### src/rtl/pcm_prog_pkg.sv
// pcm_prog_pkg: constants shared by the telemetry programmer and its fifo
// assumes a 200 MHz reference clock from which the master tick is derived
package pcm_prog_pkg;
   // reference and master clock rates (master held in tenths of a hertz)
   localparam int unsigned REF_HZ_X10    = 2_000_000_000;
   localparam int unsigned MASTER_HZ_X10 = 4_096_000;
   localparam int unsigned ACC_W         = 32;
   // fixed coder timing, in nanoseconds, as nominal figures
   localparam int unsigned T_SETTLE_NS = 30_000;
   localparam int unsigned T_DEC_NS    = 10_000;
   localparam int unsigned T_ACT_NS    = 2_500;
   // master-tick counts; all waits round down, the act wait never below one tick
   localparam int unsigned NS_X10K = 10_000_000;
   localparam int unsigned SETTLE_TICKS =
      (T_SETTLE_NS * (MASTER_HZ_X10 / 1000)) / NS_X10K;
   localparam int unsigned DEC_TICKS =
      (T_DEC_NS * (MASTER_HZ_X10 / 1000)) / NS_X10K;
   localparam int unsigned ACT_TICKS =
      ((T_ACT_NS * (MASTER_HZ_X10 / 1000)) / NS_X10K) < 1 ? 1 :
      (T_ACT_NS * (MASTER_HZ_X10 / 1000)) / NS_X10K;
   localparam int unsigned CONV_TICKS =
      SETTLE_TICKS + 7 * DEC_TICKS + ACT_TICKS;
   // divider and word geometry
   localparam int unsigned DIV_W       = 8;
   localparam int unsigned WORD_W      = 8;
   localparam int unsigned RING_W      = 10;
   localparam int unsigned RATE_MAX    = 6;
   localparam logic [8:0]  BASE_PERIOD = 9'h004;
   localparam int unsigned SYNC_TAP    = 5;
   localparam logic [2:0]  BIT_LAST    = 3'h7;
   localparam logic [2:0]  BIT_CLAMP_END = 3'h1;
   localparam logic [2:0]  BIT_PRE_CONV  = 3'h1;
   localparam logic [7:0]  MSB_WEIGHT  = 8'h80;
   localparam logic [3:0]  SHIFT_LEN   = 4'h7;
   localparam int unsigned FIFO_DEPTH  = 8;
   // timer width for the coder phases
   localparam int unsigned PH_W = 6;
   // coder sequence states
   typedef enum logic [2:0] {
      CV_IDLE, CV_SETTLE, CV_WAIT, CV_ACT, CV_HOLD
   } conv_state_t;
endpackage

### src/rtl/pcm_programmer.sv
// pcm_programmer: timing, frame and output logic of a pcm telemetry encoder
// assumes comparator and analog gates outside; all inputs synchronous
`timescale 1ns/1ps
module pcm_programmer
   import pcm_prog_pkg::*;
#(
   parameter logic [7:0] SYNC_WORD_A = 8'hEB, // frame sync, first word
   parameter logic [7:0] SYNC_WORD_B = 8'h90  // frame sync, second word
) (
   input  wire logic                           ref_clk,
   input  wire logic                           reset_n,
   input  wire logic [2:0]                     rate_sel,
   input  wire logic                           comp_high,
   output logic      [pcm_prog_pkg::WORD_W-1:0] weight_cmd,
   output logic                                clamp_out,
   output logic                                gate_duty,
   output logic      [pcm_prog_pkg::RING_W-1:0] row_drive,
   output logic      [pcm_prog_pkg::RING_W-1:0] col_drive,
   output logic                                ser_data,
   output logic                                data_clk,
   output logic                                word_sync,
   output logic                                overrun
);
   import pcm_prog_pkg::*;

   logic [ACC_W-1:0]  acc_reg;
   logic              master_tick;
   logic [DIV_W-1:0]  div_reg;
   logic [2:0]        rate_eff;
   logic [8:0]        period_w;
   logic [DIV_W-1:0]  tap_mask;
   logic              rate_tick;
   logic              half_reg;
   logic              bit_start;
   logic              mid_bit;
   logic [2:0]        bit_reg;
   logic [RING_W-1:0] row_reg;
   logic [RING_W-1:0] col_reg;
   conv_state_t       conv_reg;
   logic [PH_W-1:0]   ph_reg;
   logic [WORD_W-1:0] sar_reg;
   logic [WORD_W-1:0] trial_reg;
   logic              comp_reg;
   logic [WORD_W-1:0] code_reg;
   logic [WORD_W-1:0] word_reg;
   logic              pend_reg;
   logic              fifo_in_ready;
   logic [WORD_W-1:0] fifo_out_data;
   logic              fifo_out_valid;
   logic              fifo_pop;
   logic [WORD_W-1:0] sh_reg;
   logic [3:0]        sh_cnt_reg;
   logic              ser_reg;
   logic              clamp_reg;
   logic              sync_reg;
   logic              ovr_reg;
   logic              first_word;
   logic              second_word;

   // master tick by fractional accumulation of 409.6 kHz over 200 MHz
   always_ff @(posedge ref_clk) begin
      if (!reset_n) begin
         acc_reg <= '0;
      end else if (acc_reg + MASTER_HZ_X10 >= REF_HZ_X10) begin
         acc_reg <= ACC_W'(acc_reg + MASTER_HZ_X10 - REF_HZ_X10);
      end else begin
         acc_reg <= ACC_W'(acc_reg + MASTER_HZ_X10);
      end
   end
   assign master_tick = (acc_reg + MASTER_HZ_X10 >= REF_HZ_X10);

   // free-running eight-stage divider on the master tick
   always_ff @(posedge ref_clk) begin
      if (!reset_n) begin
         div_reg <= '0;
      end else if (master_tick) begin
         div_reg <= div_reg + 1'b1;
      end
   end

   // select a divider tap; codes above the slowest rate clamp to it
   // bit-rate clock period is 4 << sel master ticks (twice the data rate)
   assign rate_eff  = (rate_sel > 3'(RATE_MAX)) ? 3'(RATE_MAX) : rate_sel;
   assign period_w  = BASE_PERIOD << rate_eff;
   assign tap_mask  = DIV_W'(period_w - 9'h001);
   assign rate_tick = master_tick && ((div_reg & tap_mask) == tap_mask);

   // divide-by-two stage gives the data rate; low half is the bit's first
   assign bit_start = rate_tick && half_reg;
   assign mid_bit   = rate_tick && !half_reg;
   always_ff @(posedge ref_clk) begin
      if (!reset_n) begin
         half_reg <= 1'b1;
      end else if (rate_tick) begin
         half_reg <= !half_reg;
      end
   end

   // three-stage bit counter, eight bit times per word
   always_ff @(posedge ref_clk) begin
      if (!reset_n) begin
         bit_reg <= BIT_LAST;
      end else if (bit_start) begin
         bit_reg <= bit_reg + 1'b1;
      end
   end

   // column ring steps each word, row ring each ten words: 100-word frame
   always_ff @(posedge ref_clk) begin
      if (!reset_n) begin
         col_reg <= RING_W'(1);
         row_reg <= RING_W'(1);
      end else if (bit_start && bit_reg == BIT_LAST) begin
         col_reg <= {col_reg[RING_W-2:0], col_reg[RING_W-1]};
         if (col_reg[RING_W-1]) begin
            row_reg <= {row_reg[RING_W-2:0], row_reg[RING_W-1]};
         end
      end
   end

   // clamp over bits one and two; registered so it lines up with bit_reg
   always_ff @(posedge ref_clk) begin
      if (!reset_n) begin
         clamp_reg <= 1'b0;
      end else if (bit_start) begin
         clamp_reg <= (bit_reg == BIT_LAST) || (bit_reg == 3'h0);
      end
   end

   // fixed-time coder sequence, paced by master ticks only so that
   // its length never stretches with slower bit rates
   always_ff @(posedge ref_clk) begin
      if (!reset_n) begin
         conv_reg  <= CV_IDLE;
         ph_reg    <= '0;
         sar_reg   <= '0;
         trial_reg <= '0;
         comp_reg  <= 1'b0;
      end else if (bit_start && bit_reg == BIT_PRE_CONV) begin
         conv_reg  <= CV_SETTLE;
         ph_reg    <= PH_W'(SETTLE_TICKS - 1);
         sar_reg   <= MSB_WEIGHT;
         trial_reg <= MSB_WEIGHT;
      end else if (master_tick) begin
         case (conv_reg)
            CV_SETTLE, CV_WAIT: begin
               if (ph_reg == '0) begin
                  comp_reg <= comp_high;
                  conv_reg <= CV_ACT;
                  ph_reg   <= PH_W'(ACT_TICKS - 1);
               end else begin
                  ph_reg <= ph_reg - 1'b1;
               end
            end
            CV_ACT: begin
               if (ph_reg == '0) begin
                  // drop the tried weight if it overshot, enable the next
                  sar_reg <= (comp_reg ? (sar_reg & ~trial_reg) : sar_reg)
                             | (trial_reg >> 1);
                  trial_reg <= trial_reg >> 1;
                  ph_reg    <= PH_W'(DEC_TICKS - ACT_TICKS - 1);
                  conv_reg  <= (trial_reg[0]) ? CV_HOLD : CV_WAIT;
               end else begin
                  ph_reg <= ph_reg - 1'b1;
               end
            end
            CV_HOLD: begin
               conv_reg <= CV_HOLD;
            end
            CV_IDLE: begin
               conv_reg <= CV_IDLE;
            end
            default: begin
               conv_reg <= CV_IDLE;
            end
         endcase
      end
   end

   // code held once the last decision lands; weights stay off until next
   always_ff @(posedge ref_clk) begin
      if (!reset_n) begin
         code_reg <= '0;
      end else if (master_tick && conv_reg == CV_ACT && ph_reg == '0
                   && trial_reg[0]) begin
         code_reg <= comp_reg ? (sar_reg & ~trial_reg) : sar_reg;
      end
   end

   // weights and gate duty live only in the conversion, which saves power
   assign weight_cmd = (conv_reg == CV_IDLE || conv_reg == CV_HOLD) ?
                       '0 : sar_reg;
   assign gate_duty  = (conv_reg != CV_IDLE && conv_reg != CV_HOLD);
   assign row_drive  = gate_duty ? row_reg : '0;
   assign col_drive  = gate_duty ? col_reg : '0;
   assign clamp_out  = clamp_reg;

   // word multiplexer: sync constants on words one and two, else the code
   assign first_word  = row_reg[0] && col_reg[0];
   assign second_word = row_reg[0] && col_reg[1];
   always_ff @(posedge ref_clk) begin
      if (!reset_n) begin
         word_reg <= '0;
         pend_reg <= 1'b0;
      end else if (mid_bit && bit_reg == BIT_LAST) begin
         pend_reg <= 1'b1;
         word_reg <= first_word  ? SYNC_WORD_A :
                     second_word ? SYNC_WORD_B : code_reg;
      end else if (pend_reg && fifo_in_ready) begin
         pend_reg <= 1'b0;
      end
   end

   // a word still waiting when the next arrives is lost: flag it sticky
   always_ff @(posedge ref_clk) begin
      if (!reset_n) begin
         ovr_reg <= 1'b0;
      end else if (mid_bit && bit_reg == BIT_LAST && pend_reg) begin
         ovr_reg <= 1'b1;
      end
   end
   assign overrun = ovr_reg;

   word_fifo #(
      .WIDTH (WORD_W),
      .DEPTH (FIFO_DEPTH)
   ) u_fifo (
      .ref_clk   (ref_clk),
      .reset_n   (reset_n),
      .in_data   (word_reg),
      .in_valid  (pend_reg),
      .in_ready  (fifo_in_ready),
      .out_data  (fifo_out_data),
      .out_valid (fifo_out_valid),
      .out_ready (fifo_pop)
   );

   // output shifter moves only on mid-bit ticks, half a bit after counters
   assign fifo_pop = mid_bit && sh_cnt_reg == '0 && fifo_out_valid;
   always_ff @(posedge ref_clk) begin
      if (!reset_n) begin
         sh_reg     <= '0;
         sh_cnt_reg <= '0;
         ser_reg    <= 1'b0;
      end else if (fifo_pop) begin
         ser_reg    <= fifo_out_data[WORD_W-1];
         sh_reg     <= {fifo_out_data[WORD_W-2:0], 1'b0};
         sh_cnt_reg <= SHIFT_LEN;
      end else if (mid_bit && sh_cnt_reg != '0) begin
         ser_reg    <= sh_reg[WORD_W-1];
         sh_reg     <= {sh_reg[WORD_W-2:0], 1'b0};
         sh_cnt_reg <= sh_cnt_reg - 1'b1;
      end
   end
   assign ser_data = ser_reg;
   assign data_clk = half_reg;

   // fixed-rate square wave at the high-speed word period
   always_ff @(posedge ref_clk) begin
      if (!reset_n) begin
         sync_reg <= 1'b0;
      end else begin
         sync_reg <= div_reg[SYNC_TAP];
      end
   end
   assign word_sync = sync_reg;

   // helper: master ticks from conversion start to the hold state
   logic [7:0] conv_len_reg;
   always_ff @(posedge ref_clk) begin
      if (!reset_n || (bit_start && bit_reg == BIT_PRE_CONV)) begin
         conv_len_reg <= '0;
      end else if (master_tick && conv_reg != CV_HOLD
                   && conv_reg != CV_IDLE) begin
         conv_len_reg <= conv_len_reg + 1'b1;
      end
   end

   property p_master_spacing;
      @(posedge ref_clk) disable iff (!reset_n)
      master_tick |=> !master_tick [*8];
   endproperty
   a_master_spacing: assert property (p_master_spacing)
      else $error("master ticks too close");

   property p_clamp;
      @(posedge ref_clk) disable iff (!reset_n)
      (bit_start && bit_reg == BIT_LAST) |=> clamp_out && !gate_duty;
   endproperty
   a_clamp: assert property (p_clamp)
      else $error("clamp missing in bit one");

   property p_conv_start;
      @(posedge ref_clk) disable iff (!reset_n)
      (bit_start && bit_reg == BIT_PRE_CONV) |=>
         conv_reg == CV_SETTLE && weight_cmd == MSB_WEIGHT && !clamp_out;
   endproperty
   a_conv_start: assert property (p_conv_start)
      else $error("conversion did not start at bit three");

   property p_conv_len;
      @(posedge ref_clk) disable iff (!reset_n)
      (conv_reg != CV_HOLD) ##1 (conv_reg == CV_HOLD) |->
         conv_len_reg == 8'(CONV_TICKS);
   endproperty
   a_conv_len: assert property (p_conv_len)
      else $error("conversion length wrong");

   property p_weights_off;
      @(posedge ref_clk) disable iff (!reset_n)
      conv_reg == CV_HOLD |-> weight_cmd == '0 && !gate_duty;
   endproperty
   a_weights_off: assert property (p_weights_off)
      else $error("weights on after last decision");

   property p_rings;
      @(posedge ref_clk) disable iff (!reset_n)
      $onehot(row_reg) && $onehot(col_reg);
   endproperty
   a_rings: assert property (p_rings)
      else $error("frame ring not one-hot");

   property p_gate;
      @(posedge ref_clk) disable iff (!reset_n)
      (row_drive != '0 || col_drive != '0) |-> gate_duty && !clamp_out;
   endproperty
   a_gate: assert property (p_gate)
      else $error("gate driven outside conversion");

   property p_sync_word;
      @(posedge ref_clk) disable iff (!reset_n)
      (mid_bit && bit_reg == BIT_LAST && first_word) |=>
         word_reg == SYNC_WORD_A && pend_reg;
   endproperty
   a_sync_word: assert property (p_sync_word)
      else $error("sync word not loaded on word one");

   property p_shift_phase;
      @(posedge ref_clk) disable iff (!reset_n)
      $changed(ser_data) |-> $past(mid_bit);
   endproperty
   a_shift_phase: assert property (p_shift_phase)
      else $error("serial data moved off the mid-bit tick");

   c_conv_done: cover property (@(posedge ref_clk) disable iff (!reset_n)
      conv_reg == CV_HOLD);
   c_frame_wrap: cover property (@(posedge ref_clk) disable iff (!reset_n)
      bit_start && row_reg[RING_W-1] && col_reg[RING_W-1]);
   c_word_out: cover property (@(posedge ref_clk) disable iff (!reset_n)
      fifo_pop);
endmodule

### src/rtl/word_fifo.sv
// word_fifo: synchronous fifo between the word multiplexer and output shifter
// assumes a single clock and synchronous active-low reset
`timescale 1ns/1ps
module word_fifo #(
   parameter int unsigned WIDTH = 8,
   parameter int unsigned DEPTH = 8
) (
   input  wire logic             ref_clk,
   input  wire logic             reset_n,
   input  wire logic [WIDTH-1:0] in_data,
   input  wire logic             in_valid,
   output logic                  in_ready,
   output logic      [WIDTH-1:0] out_data,
   output logic                  out_valid,
   input  wire logic             out_ready
);
   localparam int unsigned AW = (DEPTH > 1) ? $clog2(DEPTH) : 1;
   localparam logic [AW:0] FULL_CNT = (AW + 1)'(DEPTH);
   localparam logic [AW-1:0] LAST_IX = AW'(DEPTH - 1);

   logic [WIDTH-1:0] mem_reg [DEPTH];
   logic [AW-1:0]    wr_ptr_reg;
   logic [AW-1:0]    rd_ptr_reg;
   logic [AW:0]      count_reg;
   logic             push;
   logic             pop;

   // honest flags straight from the occupancy count
   assign in_ready  = (count_reg != FULL_CNT);
   assign out_valid = (count_reg != '0);
   assign out_data  = mem_reg[rd_ptr_reg];
   assign push      = in_valid && in_ready;
   assign pop       = out_valid && out_ready;

   // storage; no reset needed since empty words are never presented
   always_ff @(posedge ref_clk) begin
      if (push) begin
         mem_reg[wr_ptr_reg] <= in_data;
      end
   end

   // pointers wrap at depth, which need not be a power of two
   always_ff @(posedge ref_clk) begin
      if (!reset_n) begin
         wr_ptr_reg <= '0;
         rd_ptr_reg <= '0;
      end else begin
         if (push) begin
            wr_ptr_reg <= (wr_ptr_reg == LAST_IX) ? '0 : wr_ptr_reg + 1'b1;
         end
         if (pop) begin
            rd_ptr_reg <= (rd_ptr_reg == LAST_IX) ? '0 : rd_ptr_reg + 1'b1;
         end
      end
   end

   // occupancy
   always_ff @(posedge ref_clk) begin
      if (!reset_n) begin
         count_reg <= '0;
      end else if (push && !pop) begin
         count_reg <= count_reg + 1'b1;
      end else if (pop && !push) begin
         count_reg <= count_reg - 1'b1;
      end
   end
endmodule
### config.mk
export PLATFORM = sky130hd
export DESIGN_NAME = pcm_programmer
export DESIGN_NICKNAME = d
export VERILOG_FILES = /design/src/rtl/pcm_prog_pkg.sv /design/src/rtl/pcm_programmer.sv /design/src/rtl/word_fifo.sv
export SDC_FILE = /design/constraint.sdc
export NUM_CORES = 1
export LEC_CHECK = 0
export BUFFER_PORTS_ARGS = -buffer_cell sky130_fd_sc_hd__buf_4
export CAP_MARGIN = 10
export CORE_MARGIN = 1.5
export CORE_UTILIZATION = 55
export DETAILED_ROUTE_END_ITERATION = 10
export PLACE_DENSITY = 0.73
export REMOVE_ABC_BUFFERS = 1
export SETUP_SLACK_MARGIN = 0.02
export SYNTH_ARGS = -nofsm -noshare
export SYNTH_HDL_FRONTEND = slang
export SYNTH_SLANG_ARGS = --single-unit
### constraint.sdc
create_clock -name ref_clk -period 9.1 [get_ports ref_clk]
set_clock_uncertainty 0.05 [all_clocks]
set_input_delay 0.455 -clock ref_clk [delete_from_list [all_inputs] [get_ports ref_clk]]
set_output_delay 0.455 -clock ref_clk [all_outputs]
set_load 0.02 [all_outputs]
After elaboration in Yosys (flattened, before gate mapping)
Memories as Yosys holds them, arrays and structs flattened. A register that Yosys moved wholly into a read port is not among the register bits.
Cells that the tools add are included.
Cells by class
  $add $sub $neg: 11
  $mul: 0
  divide/modulo/power cells: 0
  magnitude comparators: 2
  equality and inequality tests: 15
  shift-type cells: 1
  multiplexer cells: 43
  bitwise gates (word level): 6
  reductions and logical operators: 51
Operators with widths (count)
  $mux 8: 14
  $add 32x22->32 const B: 1
  $ge 32x31->1 const B: 1
  $mux 32: 1
  $sub 32x31->32 const B: 1
  $mux 3: 10
  $logic_and 1x1->1: 20
  $mux 10: 2
  $and 8x8->8: 2
  $mux 4: 4
  $reduce_bool 2->1: 7
  $eq 3x3->1 const B: 4
  $mux 6: 2
  $pmux 6 s2: 1
  $reduce_and 3->1: 4
  $add 3x1->3 const B: 3
  $pmux 3 s3: 1
  $add 8x1->8 const B: 1
  $eq 8x8->1: 1
  $mux 1: 8
  $not 8->8: 1
  $or 8x7->8: 1
  $reduce_bool 4->1: 2
  $shl 3x3->8 const A: 1
  other kinds (21): 36
Word-level totals
  flip-flop bits (word level): 132
  latch bits: 0
  RAM bits: 64
  bits in read-only memories: 0
  input bits: 6
  output and inout port bits: 34
  logic and storage cells: 158
  memories kept: 1
Memories
  u_fifo.mem_reg: depth 8, width 8, rd ports 1, clocked after Yosys merged registers in 1, wr ports 1, RTL line word_fifo.sv:21  | logic [WIDTH-1:0] mem_reg [DEPTH];

Depth between registers and ports, before layout
  word-level depth: 14
  depth in mapped cells: 19
  gate-level depth less buffers: 18

Cells and area by module
Synthesis repeated with hierarchy kept, for this count alone.
Unflattened totals
  cells, all modules: 874
  area, all modules: 8947.3 um2
By module, submodules not included
  pcm_programmer: instances 1, cells an instance 706, area an instance 5799.3 um2, sequential area each 2242.2 um2
  word_fifo: instances 1, cells an instance 168, area an instance 3148.0 um2, sequential area each 2182.1 um2

Least setup slack after synthesis
OpenSTA, ideal clock, no wires.
  path kind: reg-to-reg
  start point: register acc_reg[16]
  end point: register u_fifo.count_reg[3]
  setup time: 70 ps
  arrival time: 3927 ps
  required time: 8980 ps
  path slack: 5052 ps
  cell stages (with the launch flop): 18
  path buffers: 0
  period minus slack after synthesis: 4048 ps
  cells stage by stage: dfxtp_1 ha_1 or4_4 o211ai_2 xor2_2 o311ai_1 and4b_4 or4b_4 nor2_2 inv_2 ha_1 inv_1 ha_1 a21o_1 a21oi_1 xnor2_1 or3_1 a21oi_1
On the way
  word-level cells in the longest chain between the ends: 10
  elaborated cells on any way between the ends: 12
  classes of those cells: add/sub (1); order compare (1); mux (1); reduce/logical (9)
Ends and longest elaborated chain
  from (decl): RTL line pcm_programmer.sv:26  | logic [ACC_W-1:0] acc_reg;
  from (signal assigned): RTL line pcm_programmer.sv:65  | acc_reg <= ACC_W'(acc_reg + MASTER_HZ_X10 - REF_HZ_X10);
  from (signal assigned): RTL line pcm_programmer.sv:67  | acc_reg <= ACC_W'(acc_reg + MASTER_HZ_X10);
  $add 32x22->32 *: RTL line pcm_programmer.sv:70  | assign master_tick = (acc_reg + MASTER_HZ_X10 >= REF_HZ_X10);
  $ge 32x31->1 *: RTL line pcm_programmer.sv:70
  $logic_and 1x1->1 *: RTL line pcm_programmer.sv:86  | assign rate_tick = master_tick && ((div_reg & tap_mask) == tap_mask);
  $logic_and 1x1->1 *: RTL line pcm_programmer.sv:90  | assign mid_bit = rate_tick && !half_reg;
  $logic_and 1x1->1 * (2 in a row): RTL line pcm_programmer.sv:239  | assign fifo_pop = mid_bit && sh_cnt_reg == '0 && fifo_out_valid;
  $logic_and 1x1->1 *: RTL line word_fifo.sv:33  | assign pop = out_valid && out_ready;
  $logic_not 1->1: RTL line word_fifo.sv:61  | end else if (push && !pop) begin
  $logic_and 1x1->1: RTL line word_fifo.sv:61
  $mux 4 / $reduce_bool 2->1 (equally long branches)
  to (signal assigned): RTL line word_fifo.sv:62  | count_reg <= count_reg + 1'b1;
  to (signal assigned): RTL line word_fifo.sv:64  | count_reg <= count_reg - 1'b1;
  to (decl): RTL line word_fifo.sv:24  | logic [AW:0] count_reg;
Every way passes the cells marked *; elsewhere a longest branch is shown, timed or not.
A chain may end at the register's enable or synchronous reset.

Worst setup path in the final report
  start point: register acc_reg[15]
  end point: register u_fifo.count_reg[3]
Same word-level chain as after synthesis.

==> impl_metrics.toml <==
[outcome]
status = "complete, no violations"

[timing]
min_period_over_period_pct = 51.8
maxSlewHeadroom_pct = 29.0
worst_slack_ns = 4.39
finalHoldViolCount = 0
final.setup.tns_ns = 0
drv_slew = 0
setup_viol = 0
layout_min_cycle_time_ns = 4.71
timing.hold.ws_ns = 0.238
tightest_slew_ns = 1.06
grt_setup_unrepaired = "false"
fmaxAchievable_mhz = 212

[power_and_ir_drop]
power.total_mw = 1.74
vdd_ir_drop_max_uv = 157
powerDensity_nw_per_um2 = 181
power.leakage_nw = 3.23

[synth]
synth_edf_count = 64
ys.flop_type = "dfxtp_1"
netlist_instances = 853
yosysWarningCount = 0
ys_seq_area_share_pct = 51.2
ys_ff_latch = 189
syn_area_um2 = 8640
syn_area_per_cell_um2 = 10.1
synth_cell_types = 78
async_reset_ff_share_pct = 0

[floorplanning]
pin_count = 40
die-width_um = 128
design.core.area_um2 = 15300
rows = 45
start_util_pct = 56.6
die_y_um = 128
die-area_um2 = 16500

[setup_path]
crit_type = "reg2reg"
cp.arrival_ns = 5.01
r2r_slack_ns = 4.39
critPathCaptureType = "flip-flop"
endpoint = "u_fifo.count_reg[3]"
r2r_cells = 17
crit_start = "acc_reg[15]"
required_ns = 9.40
worstReg2RegStart = "acc_reg[15]"
startpoint_type = "flip-flop"
r2r-end = "u_fifo.count_reg[3]"
critPathMaxFanout = 14

[detailed_routing]
drtPass1Iterations = 5
drtAntennaViolNets = 0
wl_um = 17900
vias = 6308
drc_errors = 0
avgViaCountPerCell = 5.76
drtIter0Drc = 428
route.detailed.wl_per_inst_um = 16.4

[clock_network]
clock_latency_ns = 0.44
h-tree-depth = 4
cts_max_path_buffers = 2
clk_pin_slew_ns = 0.08
post_cts.repair.setup_buffers = 0
cts_resized = 0
cts_root_buffer = "clkbuf_16"
cts_tree = "yes"
numCtsBuffers = 17
cts.sinks = 189
cts_hold_buf = 0

[layout]
largest_register_ffs = 64
final_design_area_no_fill_um2 = 9620
final_cells = 1095
antenna_cells = 0
fin_util_pct = 63.1
multi_input_area_um2 = 3940
drive_gt1_share_pct = 14.4
nFillCells = 1199
final_net_count = 897
area_delta_synth_final_pct = 11.3
register_area_um2 = 4420

[global_routing]
grt_pass1_wl_um = 29600
antenna_found_initial = 0
grt_max_degree = 63
overflow = 0
grt_pass1_vias = 6059
groute.usage.overall_pct = 22.9

[place]
hpwl_um = 11600
place_area_um2 = 9060
dp.cells = 1063
gp_congestion = 0.833
dpl_worst_slack_ns = 4.46
port_buffers = 39

[flow_run]
cap_viol_max_count = 0

[min_path]
hp-class = "in2reg"
[cell usage in the layout (no fill, tap or decap), types with 19 or more instances in the layout]
master    instances
dfxtp_1         125
xnor2_1          21
nand3_1          31
buf_4            48
nand2_1         111
edfxtp_1         64
nor2_1           67
o21ai_0          38
ha_1             19
a21oi_1          65
and2_1           39
[cells by family (layout without fill, tap and decap cells)]
logic type	Yosys count	after routing	synth area share, %
simple gates	326	326	18.5
flops	189	189	51.2
compound gates	177	177	13.7
buf+inv	69	100	3.40
xor+xnor	37	37	3.84
mux	35	35	6.38
fa+ha+maj	20	20	2.98
[where the power goes]
| part | switching, mW | total (mW) | internal, mW |
|---|---|---|---|
| combinational | 0.0810 | 0.131 | 0.0500 |
| sequential | 0.0205 | 0.897 | 0.877 |
| clock | 0.339 | 0.709 | 0.370 |
[cell usage after synthesis (4+ instances only)]
master,n,area (um^2)
a211oi_2,6,75.1
a21o_1,7,52.6
a21oi_1,65,325
a311oi_1,10,87.6
a31oi_1,5,31.3
and2_1,39,244
and3_1,5,31.3
buf_1,5,18.8
buf_2,7,35.0
clkbuf_1,32,120
dfxtp_1,125,2500
edfxtp_1,64,1920
ha_1,19,238
inv_1,18,67.6
mux2i_1,18,180
mux4_2,16,360
nand2_1,111,417
nand2b_1,5,31.3
nand3_1,31,155
nand4_1,17,106
nor2_1,68,255
nor3_1,13,65.1
nor3b_1,5,37.5
nor4_1,5,31.3
o21ai_0,38,190
o21ai_1,4,20.0
o31ai_1,4,30.0
o32ai_1,8,70.1
or3_1,4,25.0
xnor2_1,21,184
xor2_1,15,131
[per-layer routing]
metal | up-vias | GRT usage [%] | wire length (um)
li1 | 3103 | - | -
met1 | 3039 | 30.0 | 8030
met2 | 152 | 39.1 | 8860
met3 | 14 | 4.99 | 819
met4 | 0 | 5.88 | 189
met5 | - | 0 | 0
[how the worst min path moves through the flow]
stage,start,endpoint,slack (ns),depth (start not counted)
3_3_place_gp,code_reg[5],code_reg[5],0.40,2
6_report,comp_high,comp_reg,0.24,3
4_1_cts,comp_high,comp_reg,0.23,3
5_1_grt,comp_high,comp_reg,0.22,3
3_5_place_dp,code_reg[0],code_reg[0],0.40,2
2_1_floorplan,code_reg[4],code_reg[4],0.38,2
[worst max-delay path, stage by stage (launching register included)]
cell and delay (ns):
dfxtp_1 0.43, ha_1 0.34, or4_4 0.50, o211ai_2 0.27, o21ai_1 0.12, o311ai_1 0.19
and4b_4 0.32, or4b_4 0.63, nor2_2 0.22, inv_2 0.06, ha_1 0.21, inv_1 0.13
ha_1 0.26, a21o_1 0.18, a21oi_1 0.16, xnor2_1 0.09, or3_1 0.30, a21oi_1 0.16
[area by class of cell]
type / count / area share, %
repair buffers: 48 / 3.75
clock buffers: 19 / 4.60
well taps: 211 / 2.74
clock inverters: 13 / 1.25
multi-input cells: 595 / 40.9
inverters: 20 / 0.780
flip-flops and latches: 189 / 46.0
(Power assumes the default switching activity.)
